## config.mk

```make
export PLATFORM = sky130hd
export DESIGN_NAME = asbt_host
export DESIGN_NICKNAME = d
export VERILOG_FILES = /design/src/hw/asbt_delay_cnt.v /design/src/hw/asbt_host.v
export VERILOG_INCLUDE_DIRS = /design/src /design/src/hw
export SDC_FILE = /design/constraint.sdc
export NUM_CORES = 1
export LEC_CHECK = 0
export BUFFER_PORTS_ARGS = -buffer_cell sky130_fd_sc_hd__clkbuf_2
export CORE_UTILIZATION = 25
export CTS_CLUSTER_DIAMETER = 80
export DETAILED_ROUTE_END_ITERATION = 12
export PLACE_DENSITY = 0.54
export SLEW_MARGIN = 20
export SYNTH_ARGS = -nofsm -noshare
export SYNTH_HDL_FRONTEND = slang
export SYNTH_SLANG_ARGS = --single-unit
```

## constraint.sdc

```tcl
create_clock -name sys_clk_in -period 1.7 [get_ports sys_clk_in]
set_input_delay 0.085 -clock sys_clk_in [delete_from_list [all_inputs] [get_ports sys_clk_in]]
set_output_delay 0.085 -clock sys_clk_in [all_outputs]
set_load 0.01 [all_outputs]
```

## src/hw/asbt_defs.vh

```
// timing and code constants for the async static memory controller
`ifndef ASBT_DEFS_VH
`define ASBT_DEFS_VH

// clock period in picoseconds (125 MHz)
`define ASBT_CLK_PS            8000
// documented times in picoseconds
`define ASBT_READ_PERIOD_PS    45000
`define ASBT_ADDR_ACCESS_PS    45000
`define ASBT_ADDR_CHANGE_PS    10000
`define ASBT_DRIVE_EN_PS       22000
`define ASBT_ADDR_SETUP_END_PS 35000
`define ASBT_ADDR_SETUP_BEG_PS 0
`define ASBT_ADDR_HOLD_PS      0
`define ASBT_WDATA_SETUP_PS    25000
`define ASBT_WDATA_HOLD_PS     0
`define ASBT_TURNOFF_PS        18000
`define ASBT_WRITE_PERIOD_PS   45000
`define ASBT_STROBE_LOW_PS     35000
`define ASBT_RETENTION_PS      0
// least times round up to whole cycles, at least one
`define ASBT_CEIL(ps) ((((ps) + `ASBT_CLK_PS - 1) / `ASBT_CLK_PS) < 1 ? 1 : \
    (((ps) + `ASBT_CLK_PS - 1) / `ASBT_CLK_PS))
// data sampled one cycle past the access limit after address settles
`define ASBT_RD_CYC     (`ASBT_CEIL(`ASBT_ADDR_ACCESS_PS) + 1)
`define ASBT_WR_CYC     `ASBT_CEIL(`ASBT_STROBE_LOW_PS + `ASBT_TURNOFF_PS)
`define ASBT_GAP_CYC    `ASBT_CEIL(`ASBT_TURNOFF_PS)
`define ASBT_PERIOD_CYC `ASBT_CEIL(`ASBT_WRITE_PERIOD_PS)
`define ASBT_CNT_W      4
`define ASBT_CNT_ZERO   4'h0
`define ASBT_CNT_ONE    4'h1

`endif

```

## src/hw/asbt_delay_cnt.v

```verilog
// down counter that times each bus phase
`timescale 1ns/1ps
module asbt_delay_cnt #(
    parameter W = 4
) (
    input  wire         sys_clk_in,  // clock
    input  wire         nrst_in,     // sync reset, low
    input  wire         load_in,     // load start value
    input  wire [W-1:0] value_in,    // cycles to count
    output wire         done_out     // count reached zero
);
    reg [W-1:0] count;

    // count down after load, stop at zero
    always @(posedge sys_clk_in) begin
        if (!nrst_in) begin
            count <= {W{1'b0}};
        end else if (load_in) begin
            count <= value_in;
        end else if (count != {W{1'b0}}) begin
            count <= count - {{(W-1){1'b0}}, 1'b1};
        end
    end

    assign done_out = (count == {W{1'b0}});
endmodule

```

## src/hw/asbt_host.v

```verilog
// host controller driving a byte-wide asynchronous static memory
// Overview of operation
// [RL1] a write runs only while strobe low, low select low and high select high; any release ends it
// [RL2] write data setup and hold are measured from the edge that ends the overlap
// [RL3] the address stays stable at least 35.0 ns before write end
// [RL4] a write may start as the address becomes valid, with 0 ns lead
// [RL5] the address may change right at write end, 0 ns hold
// [RL6] write data are valid at least 25.0 ns before the ending edge
// [RL7] write data may be released at the ending edge, 0 ns hold
// [RL8] the memory gives read data within 45.0 ns of the address settling
// [RL9] the memory keeps old read data at least 10.0 ns after an address change
// [RL10] with selects active, read data are valid within 22.0 ns of drive enable low
// [RL11] with drive enable low, strobe low time covers turn-off delay plus data setup
// [RL12] the memory releases its outputs faster than it drives them again
// [RL13] the memory is deselected before retention, with no delay required
// [RL14] the memory is selected only with low select low and high select high
// [RL15] the memory floats its data lines when deselected or drive enable is high
// [RL16] cycles are spaced 45 ns, strobe low and selects held at least 35 ns before write end
// [RL17] the host never drives data within 18 ns after drive enable rises or strobe falls
`timescale 1ns/1ps
`include "asbt_defs.vh"
module asbt_host #(
    parameter AW = 21,
    parameter DW = 8
) (
    input  wire          sys_clk_in,            // clock 125 MHz
    input  wire          nrst_in,               // sync reset, low
    input  wire          req_valid_in,          // request present
    input  wire          req_write_in,          // 1 write, 0 read
    input  wire [AW-1:0] req_addr_in,           // request address
    input  wire [DW-1:0] req_wdata_in,          // request write data
    output wire          req_ready_out,         // request taken
    output reg  [DW-1:0] rsp_rdata_out,         // read data
    output reg           rsp_valid_out,         // read data pulse
    input  wire          retain_req_in,         // ask for retention
    output wire          retain_ok_out,         // safe to drop supply
    output reg  [AW-1:0] mem_addr_out,          // memory address
    output reg           select_low_active_out, // low-active select
    output reg           select_high_active_out,// high-active select
    output reg           strobe_n_out,          // write strobe, low
    output reg           drive_enable_n_out,    // output enable, low
    input  wire [DW-1:0] mem_data_in,           // data pin input
    output reg  [DW-1:0] mem_data_out,          // data pin output
    output reg           mem_data_oe_out        // host drives data
);
    localparam ST_IDLE  = 3'h0;
    localparam ST_READ  = 3'h1;
    localparam ST_WGAP  = 3'h2;
    localparam ST_WRITE = 3'h3;
    localparam ST_REC   = 3'h4;
    localparam ST_RET   = 3'h5;

    reg [2:0]          state;
    reg [2:0]          next_state;
    reg [DW-1:0]       data_meta;
    reg [DW-1:0]       data_sync;
    reg                ret_meta;
    reg                ret_sync;
    reg                cnt_load;
    reg [`ASBT_CNT_W-1:0] cnt_value;
    wire               cnt_done;

    // phase lengths cut to the counter width on purpose
    localparam [31:0] RD_CYC_FULL  = `ASBT_RD_CYC;
    localparam [31:0] WR_CYC_FULL  = `ASBT_WR_CYC;
    localparam [31:0] GAP_CYC_FULL = `ASBT_GAP_CYC;
    localparam [`ASBT_CNT_W-1:0] RD_CNT  = RD_CYC_FULL[`ASBT_CNT_W-1:0];
    localparam [`ASBT_CNT_W-1:0] WR_CNT  = WR_CYC_FULL[`ASBT_CNT_W-1:0];
    localparam [`ASBT_CNT_W-1:0] GAP_CNT = GAP_CYC_FULL[`ASBT_CNT_W-1:0];

    // selected only with both selects active
    function sel_active;
        input lo_n;
        input hi;
        begin
            sel_active = !lo_n && hi; // [RL14]
        end
    endfunction

    // two stages on pin inputs before use
    // read data are sampled long after they settle, so the bus needs no handshake
    always @(posedge sys_clk_in) begin
        if (!nrst_in) begin
            data_meta <= {DW{1'b0}};
            data_sync <= {DW{1'b0}};
            ret_meta  <= 1'b0;
            ret_sync  <= 1'b0;
        end else begin
            data_meta <= mem_data_in;
            data_sync <= data_meta;
            ret_meta  <= retain_req_in;
            ret_sync  <= ret_meta;
        end
    end

    asbt_delay_cnt #(
        .W (`ASBT_CNT_W)
    ) u_cnt (
        .sys_clk_in (sys_clk_in),
        .nrst_in    (nrst_in),
        .load_in    (cnt_load),
        .value_in   (cnt_value),
        .done_out   (cnt_done)
    );

    // new work only in idle; a pending retention request holds it off
    assign req_ready_out = (state == ST_IDLE) && !ret_sync && req_valid_in;
    // selects released before retention is granted
    assign retain_ok_out = (state == ST_RET) &&
        !sel_active(select_low_active_out, select_high_active_out); // [RL13]

    // phase sequencing
    always @* begin
        next_state = state;
        cnt_load   = 1'b0;
        cnt_value  = `ASBT_CNT_ZERO;
        case (state)
            ST_IDLE: begin
                if (ret_sync) begin
                    next_state = ST_RET; // [RL13]
                end else if (req_valid_in && req_write_in) begin
                    // floating gap before host drives the lines
                    next_state = ST_WGAP; // [RL17]
                    cnt_load   = 1'b1;
                    cnt_value  = GAP_CNT;
                end else if (req_valid_in) begin
                    next_state = ST_READ;
                    cnt_load   = 1'b1;
                    cnt_value  = RD_CNT; // [RL8]
                end
            end
            ST_READ: begin
                if (cnt_done) begin
                    next_state = ST_REC;
                    cnt_load   = 1'b1;
                    cnt_value  = GAP_CNT; // [RL17]
                end
            end
            ST_WGAP: begin
                if (cnt_done) begin
                    next_state = ST_WRITE;
                    cnt_load   = 1'b1;
                    cnt_value  = WR_CNT; // [RL11] [RL16]
                end
            end
            ST_WRITE: begin
                if (cnt_done) begin
                    next_state = ST_REC;
                    cnt_load   = 1'b1;
                    // two recovery cycles keep the next address clear of write end
                    cnt_value  = `ASBT_CNT_ONE;
                end
            end
            ST_REC: begin
                if (cnt_done) begin
                    next_state = ST_IDLE;
                end
            end
            ST_RET: begin
                // stay parked with selects off until the request drops
                if (!ret_sync) begin
                    next_state = ST_IDLE;
                end
            end
            // unused codes fall back to idle
            default: begin
                next_state = ST_IDLE;
            end
        endcase
    end

    // pin drive: address and data held steady over the whole overlap
    // every memory pin comes from a flip-flop so no glitch reaches the memory strobes
    always @(posedge sys_clk_in) begin
        if (!nrst_in) begin
            state                  <= ST_IDLE;
            mem_addr_out           <= {AW{1'b0}};
            select_low_active_out  <= 1'b1;
            select_high_active_out <= 1'b0;
            strobe_n_out           <= 1'b1;
            drive_enable_n_out     <= 1'b1;
            mem_data_out           <= {DW{1'b0}};
            mem_data_oe_out        <= 1'b0;
            rsp_rdata_out          <= {DW{1'b0}};
            rsp_valid_out          <= 1'b0;
        end else begin
            state         <= next_state;
            rsp_valid_out <= 1'b0;
            if (state == ST_IDLE && next_state == ST_READ) begin
                mem_addr_out           <= req_addr_in;
                select_low_active_out  <= 1'b0;
                select_high_active_out <= 1'b1;
                drive_enable_n_out     <= 1'b0; // [RL10]
            end
            if (state == ST_IDLE && next_state == ST_WGAP) begin
                // address and selects go valid with the strobe
                mem_addr_out           <= req_addr_in; // [RL4]
                mem_data_out           <= req_wdata_in;
                select_low_active_out  <= 1'b0;
                select_high_active_out <= 1'b1;
                strobe_n_out           <= 1'b0; // [RL1]
                drive_enable_n_out     <= 1'b1;
            end
            // memory outputs are off by now, so the host may drive
            if (state == ST_WGAP && cnt_done) begin
                mem_data_oe_out <= 1'b1; // [RL17]
            end
            if (state == ST_READ && cnt_done) begin
                // sample after access delay, before any address change
                rsp_rdata_out          <= data_sync; // [RL8] [RL9]
                rsp_valid_out          <= 1'b1;
                drive_enable_n_out     <= 1'b1;
                select_low_active_out  <= 1'b1;
                select_high_active_out <= 1'b0; // [RL15]
            end
            if (state == ST_WRITE && cnt_done) begin
                // strobe and selects end together; this edge ends the write
                strobe_n_out           <= 1'b1; // [RL1] [RL2]
                select_low_active_out  <= 1'b1;
                select_high_active_out <= 1'b0;
                // data and address held to this edge, 0 ns hold
                mem_data_oe_out        <= 1'b0; // [RL3] [RL5] [RL6] [RL7]
            end
        end
    end
endmodule

```

==> impl_metrics.py, run 1 <==
metrics = {
    "floorplan": {
        "row_count": 37,
        "die_area_um2": 10900,
        "core_area_um2": 10200,
        "die_w_um": 104,
        "start_util_pct": 25.6,
        "io_pins": 87,
        "die_y_um": 104,
    },
    "timing": {
        "slew_viol_final": 0,
        "fin_worst_skew_ps": 16.0,
        "period_needed_ps": 1590,
        "fin_crit_sh_pct": 93.5,
        "setup_ws_ps": 110,
        "rsz0062_at_grt": "false",
        "setup_viol": 0,
        "tightestPinTransition_ps": 485,
        "fmax_mhz": 629,
        "relSlewSlack_pct": 67.7,
        "hold_viol": 0,
        "fin_setup_tns_ps": 0,
    },
    "clock_network": {
        "post_cts_buffers": 0,
        "clock_sinks": 68,
        "clk_latency_ps": 340,
        "clockRootBuffer": "clkbuf_8",
        "cts_buffer_depth": 2,
        "cts_buffers": 9,
        "path_clk_slew_ps": 80,
        "cts_tree": "built",
        "htreeDepth": 3,
    },
    "grt": {
        "overflow": 0,
        "grt_pass1_wl_um": 10500,
        "antenna_found_initial": 0,
        "grt_pass1_vias": 2253,
        "grt_usage_pct": 12.1,
        "grt_start_max_net_pins": 56,
    },
    "logic_synthesis": {
        "synth_edf_count": 0,
        "syn_area_per_cell_um2": 9.32,
        "postSynthCellCount": 281,
        "synth-main-ff-cell": "dfxtp_1",
        "synth.distinct_cells": 43,
        "synth_seq_cells": 68,
        "async_reset_ff_share_pct": 0,
        "syn_nets": 324,
        "syn_area_um2": 2620,
        "ys_warn_count": 0,
        "yosysSeqAreaShare_pct": 52.0,
    },
    "cells_and_area": {
        "n_antenna_cell": 0,
        "finish.instance_area_um2": 3820,
        "drive_gt1_share_pct": 30.4,
        "final_core_util_pct": 37.4,
        "area_delta_synth_final_pct": 45.9,
        "fin_nets": 449,
    },
    "route": {
        "first_pass_iters": 4,
        "wl_per_cell_um": 11.7,
        "route.vias.total": 2359,
        "drc_errors": 0,
        "route.final.wire_length_um": 6400,
        "via_per_inst": 4.31,
        "dr.first_iter.drc_count": 114,
        "ant_nets": 0,
    },
    "power": {
        "ir_drop_mv": 0.423,
        "seq_power_share_pct": 40.2,
        "p_int_mw": 3.32,
        "swShare_pct": 30.8,
        "pwr-share-comb_pct": 28.3,
        "power_density_nw_per_um2": 1250,
        "p_sw_mw": 1.48,
        "power_leakage_nw": 1.66,
        "p_clk_share_pct": 31.5,
    },
    "setup_path": {
        "crit_chain": "inv_1 -> ha_2 -> or3b_4 -> nor3_2 -> buf_6 -> mux2i_1",
        "cp_top_family": "simple AND/OR/NAND/NOR gates",
        "path_buf_inv": 2,
        "startpoint_type": "flip-flop",
        "slowest_delay_ps": 410,
        "crit_type": "reg2reg",
        "cpMaxStageDelayCell": "or3b_4",
        "critPathRequiredTime_ps": 1970,
        "critPathArrivalTime_ps": 1860,
        "path_max_fanout": 9,
        "end_kind": "flip-flop",
    },
    "status": {
        "outcome": "finished, final reports clean",
    },
    "placement": {
        "io_buffers": 86,
        "place_area_um2": 3190,
        "pre_cts_slack_ps": 80.2,
        "dp_hpwl_um": 4160,
        "gp_congestion": 0.781,
    },
    "flow_run": {
        "drv_cap": 0,
    },
    "hold_path": {
        "hold_path.class": "in2reg",
    },
}
cell families after synthesis:
kind of cell / count (synthesis) / share of synthesized area [%]
AND/OR/NAND/NOR: 103 / 20.9
AO/OA/AOI/OAI: 61 / 13.6
multiplexers: 17 / 6.49
buffers and inverters: 29 / 5.87
adder cells (fa/ha/maj): 1 / 0.477
XOR/XNOR: 2 / 0.669
flip-flops: 68 / 52.0
layout make-up:
class                      instances  area, um2
multi-input combinational        184       1120
tap                              136        170
sequential                        68       1360
clock buffer                      10        138
clock inverter                     6       95.1
fill                            1013       6410
inverter                           4       15.0
timing repair buffer             139        927
cell usage in the layout (no fill, tap or decap), types with 2 or more instances in the layout:
cell	instances
and2_1	18
clkbuf_2	86
a21oi_1	23
nand2_1	35
clkbuf_8	10
xnor2_1	2
nor3_1	3
o22ai_1	2
o21ai_1	19
inv_1	4
nand2b_1	2
nand3_1	23
nand4b_1	2
mux2i_1	17
dlygate4sd3_1	38
o21ai_0	5
buf_4	14
dfxtp_1	68
clkinv_4	3
nor2b_1	3
nor2_1	5
bufinv_16	2
or3b_4	2
repair_timing:
item | in CTS | in global routing
resized for setup | 1 | 4
setup endpoints to repair | 1 | 10
hold buffers | 38 | 0
endpoints found under the hold margin | 38 | 0
flip-flops by register name, indices dropped and copies added (netlist names):
register                flops
u_cnt.count                 4
ret_sync                    1
state                       3
select_low_active_out       1
mem_data_out                8
select_high_active_out      1
rsp_valid_out               1
data_meta                   8
rsp_rdata_out               8
mem_addr_out               21
ret_meta                    1
data_sync                   8
mem_data_oe_out             1
drive_enable_n_out          1
strobe_n_out                1
worst register-to-register path, delay by kind of cell, from the launching register on:
family / cells / cell delay, ps
multiplexers: 1 / 200
buffers and inverters: 2 / 270
flip-flops: 1 / 310
AND/OR/NAND/NOR: 2 / 550
adder cells (fa/ha/maj): 1 / 210
metrics by stage:
| stage | std cells | power, mW | hold WS (ps) |
|---|---|---|---|
| after floorplan | 281 | 2.83 | 212 |
| after global placement | 493 | 3.21 | 290 |
| after detailed placement | 493 | 3.22 | 297 |
| after CTS | 547 | 4.82 | 56.8 |
| after global routing | 547 | 5.10 | 88.3 |
| final | 547 | 4.80 | 80.3 |
layer usage:
metal	routed length, um	part of all wire, %	global-route usage, %	up-vias
met1	3040	47	14.5	1059
met4	78	1.2	3.78	0
li1	-	-	-	1217
met3	333	5.2	3.88	10
met5	0	0	0	-
met2	2950	46	20.3	73
final timing paths:
kind | from | endpoint | slack, ps | depth (start not counted)
hold reg to reg | data_meta[3]$_SDFF_PN0_ | data_sync[3]$_SDFF_PN0_ | 430 | 1
setup / recovery | u_cnt.count[0]$_SDFFE_PN0P_ | rsp_rdata_out[2]$_SDFFE_PN0P_ | 110 | 6
hold / removal | req_valid_in | u_cnt.count[2]$_SDFFE_PN0P_ | 80 | 3
setup reg to reg | u_cnt.count[0]$_SDFFE_PN0P_ | rsp_rdata_out[2]$_SDFFE_PN0P_ | 110 | 6
Yosys cell counts, types with 3 or more instances:
cell type / instances / area share (%)
nor3_1: 3 / 0.57
buf_2: 6 / 1.1
buf_6: 5 / 2.1
o21ai_0: 5 / 0.95
clkbuf_1: 14 / 2.0
inv_1: 4 / 0.57
nand3_1: 23 / 4.4
o21ai_1: 19 / 3.6
a21oi_1: 23 / 4.4
nor2b_1: 3 / 0.72
nand2_1: 35 / 5.0
and2_1: 18 / 4.3
nor2_1: 5 / 0.72
mux2i_1: 17 / 6.5
dfxtp_1: 68 / 52
power by group through the flow:
stage / Combinational [mW] / Clock (mW) / Sequential, mW
after global routing: 1.50 / 1.64 / 1.96
after CTS: 1.34 / 1.56 / 1.93
after floorplan: 0.847 / 0 / 1.98
after detailed placement: 1.26 / 0 / 1.96
final: 1.36 / 1.51 / 1.93
after global placement: 1.25 / 0 / 1.96
Power figures use the tool's default switching activity.
==> run 2, diff against run 1 <==
--- a/config.mk
+++ b/config.mk
@@ -11,6 +11,7 @@
 export CTS_CLUSTER_DIAMETER = 80
 export DETAILED_ROUTE_END_ITERATION = 12
 export PLACE_DENSITY = 0.54
+export RECOVER_POWER = 25
 export SLEW_MARGIN = 20
 export SYNTH_ARGS = -nofsm -noshare
 export SYNTH_HDL_FRONTEND = slang
==> run 2 against run 1 <==
  * Die area unchanged
  * Power fell by 0.11%
  * Largest power group unchanged
  * Clock power barely moved
  * Clock skew is 0.65 ps lower
  * Register-to-register slack barely moved
  * Setup slack worse by 2.2 ps
  * Clock-buffer cell count unchanged
  * Maximum frequency is 0.14% lower
  * Critical path depth is the same
==> impl_metrics.py, run 2 (synthesis results as in run 1) <==
metrics = {
    "placement": {
        "dp_hpwl_um": 4160,
        "io_buffers": 86,
        "gp_congestion": 0.781,
        "placed_cells": 493,
    },
    "timing": {
        "fmax_mhz": 628,
        "fin_worst_skew_ps": 15.3,
        "period_needed_ps": 1590,
        "hold_viol": 0,
        "setup_viol": 0,
        "worst_hold_slack_ps": 76.7,
        "fin_crit_sh_pct": 93.6,
        "slew_viol_final": 0,
        "relSlewSlack_pct": 38.4,
        "tightestPinTransition_ps": 924,
        "fin_setup_tns_ps": 0,
        "rsz0062_at_grt": "false",
    },
    "hold_path": {
        "hold_path.class": "in2reg",
        "whs_path_depth": 3,
    },
    "floorplan": {
        "io_pins": 87,
        "die_w_um": 104,
        "row_count": 37,
        "die_area_um2": 10900,
        "start_util_pct": 25.6,
        "core_area_um2": 10200,
        "die_y_um": 104,
    },
    "clock_network": {
        "clock_sinks": 68,
        "path_clk_slew_ps": 80,
        "cts_tree": "built",
        "clockRootBuffer": "clkbuf_8",
        "htreeDepth": 3,
        "clk_latency_ps": 340,
        "cts_buffer_depth": 2,
        "cts_buffers": 9,
    },
    "route": {
        "ant_nets": 0,
        "drc_errors": 0,
        "first_pass_iters": 4,
        "dr.first_iter.drc_count": 128,
        "via_per_inst": 4.31,
        "route.vias.total": 2355,
        "wl_per_cell_um": 11.7,
        "route.final.wire_length_um": 6410,
    },
    "setup_path": {
        "startpoint_type": "flip-flop",
        "r2r_cells": 6,
        "end_kind": "flip-flop",
        "reg2reg_slack_ps": 110,
        "critPathRequiredTime_ps": 1970,
        "r2r_end": "rsp_rdata_out[2]$_SDFFE_PN0P_",
        "crit_start": "u_cnt.count[0]$_SDFFE_PN0P_",
        "worstSetupEndpoint": "rsp_rdata_out[2]$_SDFFE_PN0P_",
        "slowest_delay_ps": 400,
        "crit_chain": "inv_1 -> ha_2 -> or3b_4 -> nor3_2 -> buf_6 -> mux2i_1",
        "critPathArrivalTime_ps": 1870,
        "path_depth": 6,
        "cp_top_family": "simple AND/OR/NAND/NOR gates",
        "crit_type": "reg2reg",
        "path_buf_inv": 2,
        "cpMaxStageDelayCell": "or3b_4",
        "r2r-start": "u_cnt.count[0]$_SDFFE_PN0P_",
        "path_max_fanout": 9,
    },
    "power": {
        "p_int_mw": 3.31,
        "pwr-share-comb_pct": 28.1,
        "power_leakage_nw": 1.62,
        "p_sw_mw": 1.48,
        "seq_power_share_pct": 40.3,
        "swShare_pct": 30.9,
        "power_density_nw_per_um2": 1260,
        "p_total_mw": 4.79,
        "p_clk_share_pct": 31.6,
        "ir_drop_mv": 0.422,
    },
    "grt": {
        "grt_usage_pct": 12.1,
        "overflow": 0,
        "grt_start_max_net_pins": 56,
        "grt_pass1_wl_um": 10500,
        "antenna_found_initial": 0,
        "grt_pass1_vias": 2253,
    },
    "cells_and_area": {
        "drive_gt1_share_pct": 27.7,
        "layout_commonest_cell": "clkbuf_2",
        "area_delta_synth_final_pct": 45.3,
        "n_antenna_cell": 0,
        "regMostFlops": "mem_addr_out",
        "layoutNonFillerInstCount": 547,
        "multi_input_area_um2": 1120,
        "seq_area_um2": 1360,
        "fin_nets": 449,
        "largest_reg_flops": 21,
        "fill_cells": 1022,
        "layout.cells.most_common_list": "76 x clkbuf_2, 68 x dfxtp_1, 38 x dlygate4sd3_1",
    },
    "status": {
        "outcome": "finished, final reports clean",
    },
    "flow_run": {
        "drv_cap": 0,
    },
}
==> run 2: changes by cell type in the layout (fill, tap and decap cells not counted) <==
cell,before,now
clkbuf_1,0,11
clkbuf_2,86,76
buf_4,14,13
and2_1,18,12
and2_0,0,6
==> run 2: per-stage QoR <==
step           instance area [um2]  worst slack, ps  utilization, %
3_3_place_gp                  3190              122            31.2
6_report                      3810              108            37.2
2_1_floorplan                 2620              153               -
5_1_grt                       3810            0.622            37.2
4_1_cts                       3810             28.0            37.3
3_5_place_dp                  3190             80.2            31.2
==> run 2: area by class of cell <==
type	instances	area share [%]
Inverter	4	0.394
Clock inverter	6	2.50
Multi-Input combinational cell	184	29.3
Tap cell	136	4.47
Timing Repair Buffer	139	23.9
Clock buffer	10	3.61
Sequential cell	68	35.8
==> run 2: how the worst min path moves through the flow <==
| stage | startpoint | end | slack, ps |
|---|---|---|---|
| floorplan | mem_data_in[0] | data_meta[0]$_SDFF_PN0_ | 210 |
| global placement | mem_data_in[2] | data_meta[2]$_SDFF_PN0_ | 290 |
| detailed placement | retain_req_in | ret_meta$_SDFF_PN0_ | 300 |
| CTS | req_valid_in | u_cnt.count[2]$_SDFFE_PN0P_ | 60 |
| global route | req_valid_in | u_cnt.count[2]$_SDFFE_PN0P_ | 90 |
| finish | req_valid_in | u_cnt.count[2]$_SDFFE_PN0P_ | 80 |
==> run 2: power by group through the flow <==
stage | logic, mW | registers (mW) | clock network (mW)
3_5_place_dp | 1.26 | 1.96 | 0
5_1_grt | 1.49 | 1.96 | 1.64
3_3_place_gp | 1.25 | 1.96 | 0
6_report | 1.35 | 1.93 | 1.51
2_1_floorplan | 0.847 | 1.98 | 0
4_1_cts | 1.34 | 1.93 | 1.56
==> run 2: timing repair <==
action / in CTS / in global routing
cloned: 0 / 0
endpoints found under the setup margin: 1 / 10
gates resized for setup: 1 / 4
hold buffers: 38 / 0
setup buffers: 0 / 0
hold endpoints to repair: 38 / 0
==> run 2: worst reg2reg max path: stages (launching register included) <==
cell and delay (ps):
dfxtp_1 310, inv_1 90, ha_2 210, or3b_4 410, nor3_2 140, buf_6 180
mux2i_1 200
==> run 2: metal layers <==
metal | part of all wire, % | GRT usage, %
met5 | 0 | 0
met4 | 1.4 | 3.78
met2 | 46 | 20.3
met3 | 4.9 | 3.88
met1 | 48 | 14.5
==> run 3, diff against run 2 <==
--- a/config.mk
+++ b/config.mk
@@ -10,8 +10,10 @@
 export CORE_UTILIZATION = 25
 export CTS_CLUSTER_DIAMETER = 80
 export DETAILED_ROUTE_END_ITERATION = 12
+export HOLD_SLACK_MARGIN = 0.1
 export PLACE_DENSITY = 0.54
 export RECOVER_POWER = 25
+export SKIP_CTS_REPAIR_TIMING = 1
 export SLEW_MARGIN = 20
 export SYNTH_ARGS = -nofsm -noshare
 export SYNTH_HDL_FRONTEND = slang
==> run 3 against run 2 <==
  * Clock power about the same
  * Clock-buffer cell count stayed put
  * Via count is 0.17% lower
  * Routed wire length rose by 0.16%
  * Sequential cell count unchanged
  * Non-clock buffer count rose by 1
  * Largest power group unchanged
  * Highest routed layer unchanged
==> impl_metrics.py, run 3 (synthesis results as in run 1) <==
metrics = {
    "cells_and_area": {
        "layout.cells.most_common_list": "76 x clkbuf_2, 68 x dfxtp_1, 39 x dlygate4sd3_1",
        "area_delta_synth_final_pct": 45.7,
        "n_antenna_cell": 0,
        "drive_gt1_share_pct": 27.7,
        "largest_reg_flops": 21,
        "layout_commonest_cell": "clkbuf_2",
        "fin_nets": 450,
        "regMostFlops": "mem_addr_out",
        "layoutNonFillerInstCount": 548,
        "final_core_util_pct": 37.3,
    },
    "setup_path": {
        "critPathArrivalTime_ps": 1860,
        "crit_start": "u_cnt.count[0]$_SDFFE_PN0P_",
        "r2r_end": "rsp_rdata_out[2]$_SDFFE_PN0P_",
        "cpMaxStageDelayCell": "or3b_4",
        "r2r-start": "u_cnt.count[0]$_SDFFE_PN0P_",
        "crit_chain": "inv_1 -> ha_2 -> or3b_4 -> nor3_2 -> buf_6 -> mux2i_1",
        "path_max_fanout": 9,
        "critPathRequiredTime_ps": 1970,
        "r2r_cells": 6,
        "startpoint_type": "flip-flop",
        "worstSetupEndpoint": "rsp_rdata_out[2]$_SDFFE_PN0P_",
        "slowest_delay_ps": 410,
        "end_kind": "flip-flop",
        "crit_type": "reg2reg",
        "reg2reg_slack_ps": 110,
    },
    "grt": {
        "grt_pass1_vias": 2048,
        "grt_usage_pct": 11.3,
        "grt_pass1_wl_um": 9800,
        "overflow": 0,
        "antenna_found_initial": 0,
        "grt_start_max_net_pins": 56,
    },
    "clock_network": {
        "cts_buffers": 9,
        "cts_tree": "built",
        "clockRootBuffer": "clkbuf_8",
        "clk_latency_ps": 340,
        "htreeDepth": 3,
        "clock_sinks": 68,
        "cts_buffer_depth": 2,
        "path_clk_slew_ps": 80,
    },
    "route": {
        "route.vias.total": 2351,
        "drc_errors": 0,
        "dr.first_iter.drc_count": 158,
        "wl_per_cell_um": 11.7,
        "route.final.wire_length_um": 6420,
        "ant_nets": 0,
        "via_per_inst": 4.29,
        "first_pass_iters": 6,
    },
    "power": {
        "pwr-share-comb_pct": 28.2,
        "power_leakage_nw": 1.62,
        "power_density_nw_per_um2": 1250,
        "ir_drop_mv": 0.423,
        "swShare_pct": 30.9,
        "seq_power_share_pct": 40.3,
        "p_clk_share_pct": 31.5,
        "p_int_mw": 3.31,
        "p_total_mw": 4.79,
        "p_sw_mw": 1.48,
    },
    "timing": {
        "setup_viol": 0,
        "hold_viol": 0,
        "period_needed_ps": 1590,
        "setup_ws_ps": 110,
        "fin_worst_skew_ps": 15.9,
        "fin_crit_sh_pct": 93.5,
        "relSlewSlack_pct": 37.5,
        "fmax_mhz": 629,
        "slew_viol_final": 0,
        "rsz0062_at_grt": "false",
        "tightestPinTransition_ps": 938,
    },
    "placement": {
        "io_buffers": 86,
        "pre_cts_slack_ps": 80.2,
        "dp_hpwl_um": 4160,
        "gp_congestion": 0.781,
        "placed_cells": 493,
    },
    "floorplan": {
        "start_util_pct": 25.6,
        "die_y_um": 104,
        "die_area_um2": 10900,
        "row_count": 37,
        "io_pins": 87,
        "die_w_um": 104,
        "core_area_um2": 10200,
    },
    "hold_path": {
        "hold_path.class": "in2reg",
        "hold_start": "req_write_in",
    },
    "flow_run": {
        "drv_cap": 0,
    },
    "status": {
        "outcome": "finished, final reports clean",
    },
}
-- run 3: cell types whose count changed in the layout (fill, tap and decap cells not counted) --
cell	delta
and2_0	-1
and2_1	+1
dlygate4sd3_1	+1
-- run 3: layout make-up --
type                            count  area (um2)
Fill cell                        1022        6410
Tap cell                          136         170
Clock inverter                      6        95.1
Multi-Input combinational cell    184        1120
Timing Repair Buffer              140         921
Clock buffer                       10         138
Sequential cell                    68        1360
Inverter                            4        15.0
-- run 3: power groups by stage --
stage | sequential, mW | combinational, mW | clock [mW]
5_1_grt | 1.96 | 1.50 | 1.64
4_1_cts | 1.93 | 1.26 | 1.56
3_3_place_gp | 1.96 | 1.25 | 0
3_5_place_dp | 1.96 | 1.26 | 0
2_1_floorplan | 1.98 | 0.847 | 0
6_report | 1.93 | 1.35 | 1.51
-- run 3: worst min path at each step --
stage / depth (start not counted) / slack (ps) / end
after floorplan: 1 / 210 / data_meta[0]$_SDFF_PN0_
after global placement: 2 / 290 / data_meta[2]$_SDFF_PN0_
after detailed placement: 2 / 300 / ret_meta$_SDFF_PN0_
after CTS: 2 / -70 / data_meta[5]$_SDFF_PN0_
after global routing: 3 / 130 / strobe_n_out$_SDFFE_PP1P_
final: 3 / 130 / strobe_n_out$_SDFFE_PP1P_
-- run 3: per-stage QoR --
stage,setup TNS [ps],area (um2),hold slack (ps)
6_report,0,3820,133
5_1_grt,0,3820,133
4_1_cts,-29.6,3430,-72.4
3_5_place_dp,0,3190,297
3_3_place_gp,0,3190,290
2_1_floorplan,0,2620,212
-- run 3: metal layers --
metal	GRT usage [%]	up-vias	part of all wire, %
met3	4.14	7	5.5
met4	3.37	0	0.75
met2	17.8	70	46
met5	0	-	0
met1	14.3	1056	48
li1	-	1218	-
-- run 3: critical path, delay by kind of cell, from the launching register on --
| kind | cells | cell delay [ps] |
|---|---|---|
| muxes | 1 | 200 |
| DFF | 1 | 310 |
| buffers and inverters | 2 | 270 |
| adders and majority gates | 1 | 210 |
| and+or+nand+nor | 2 | 550 |
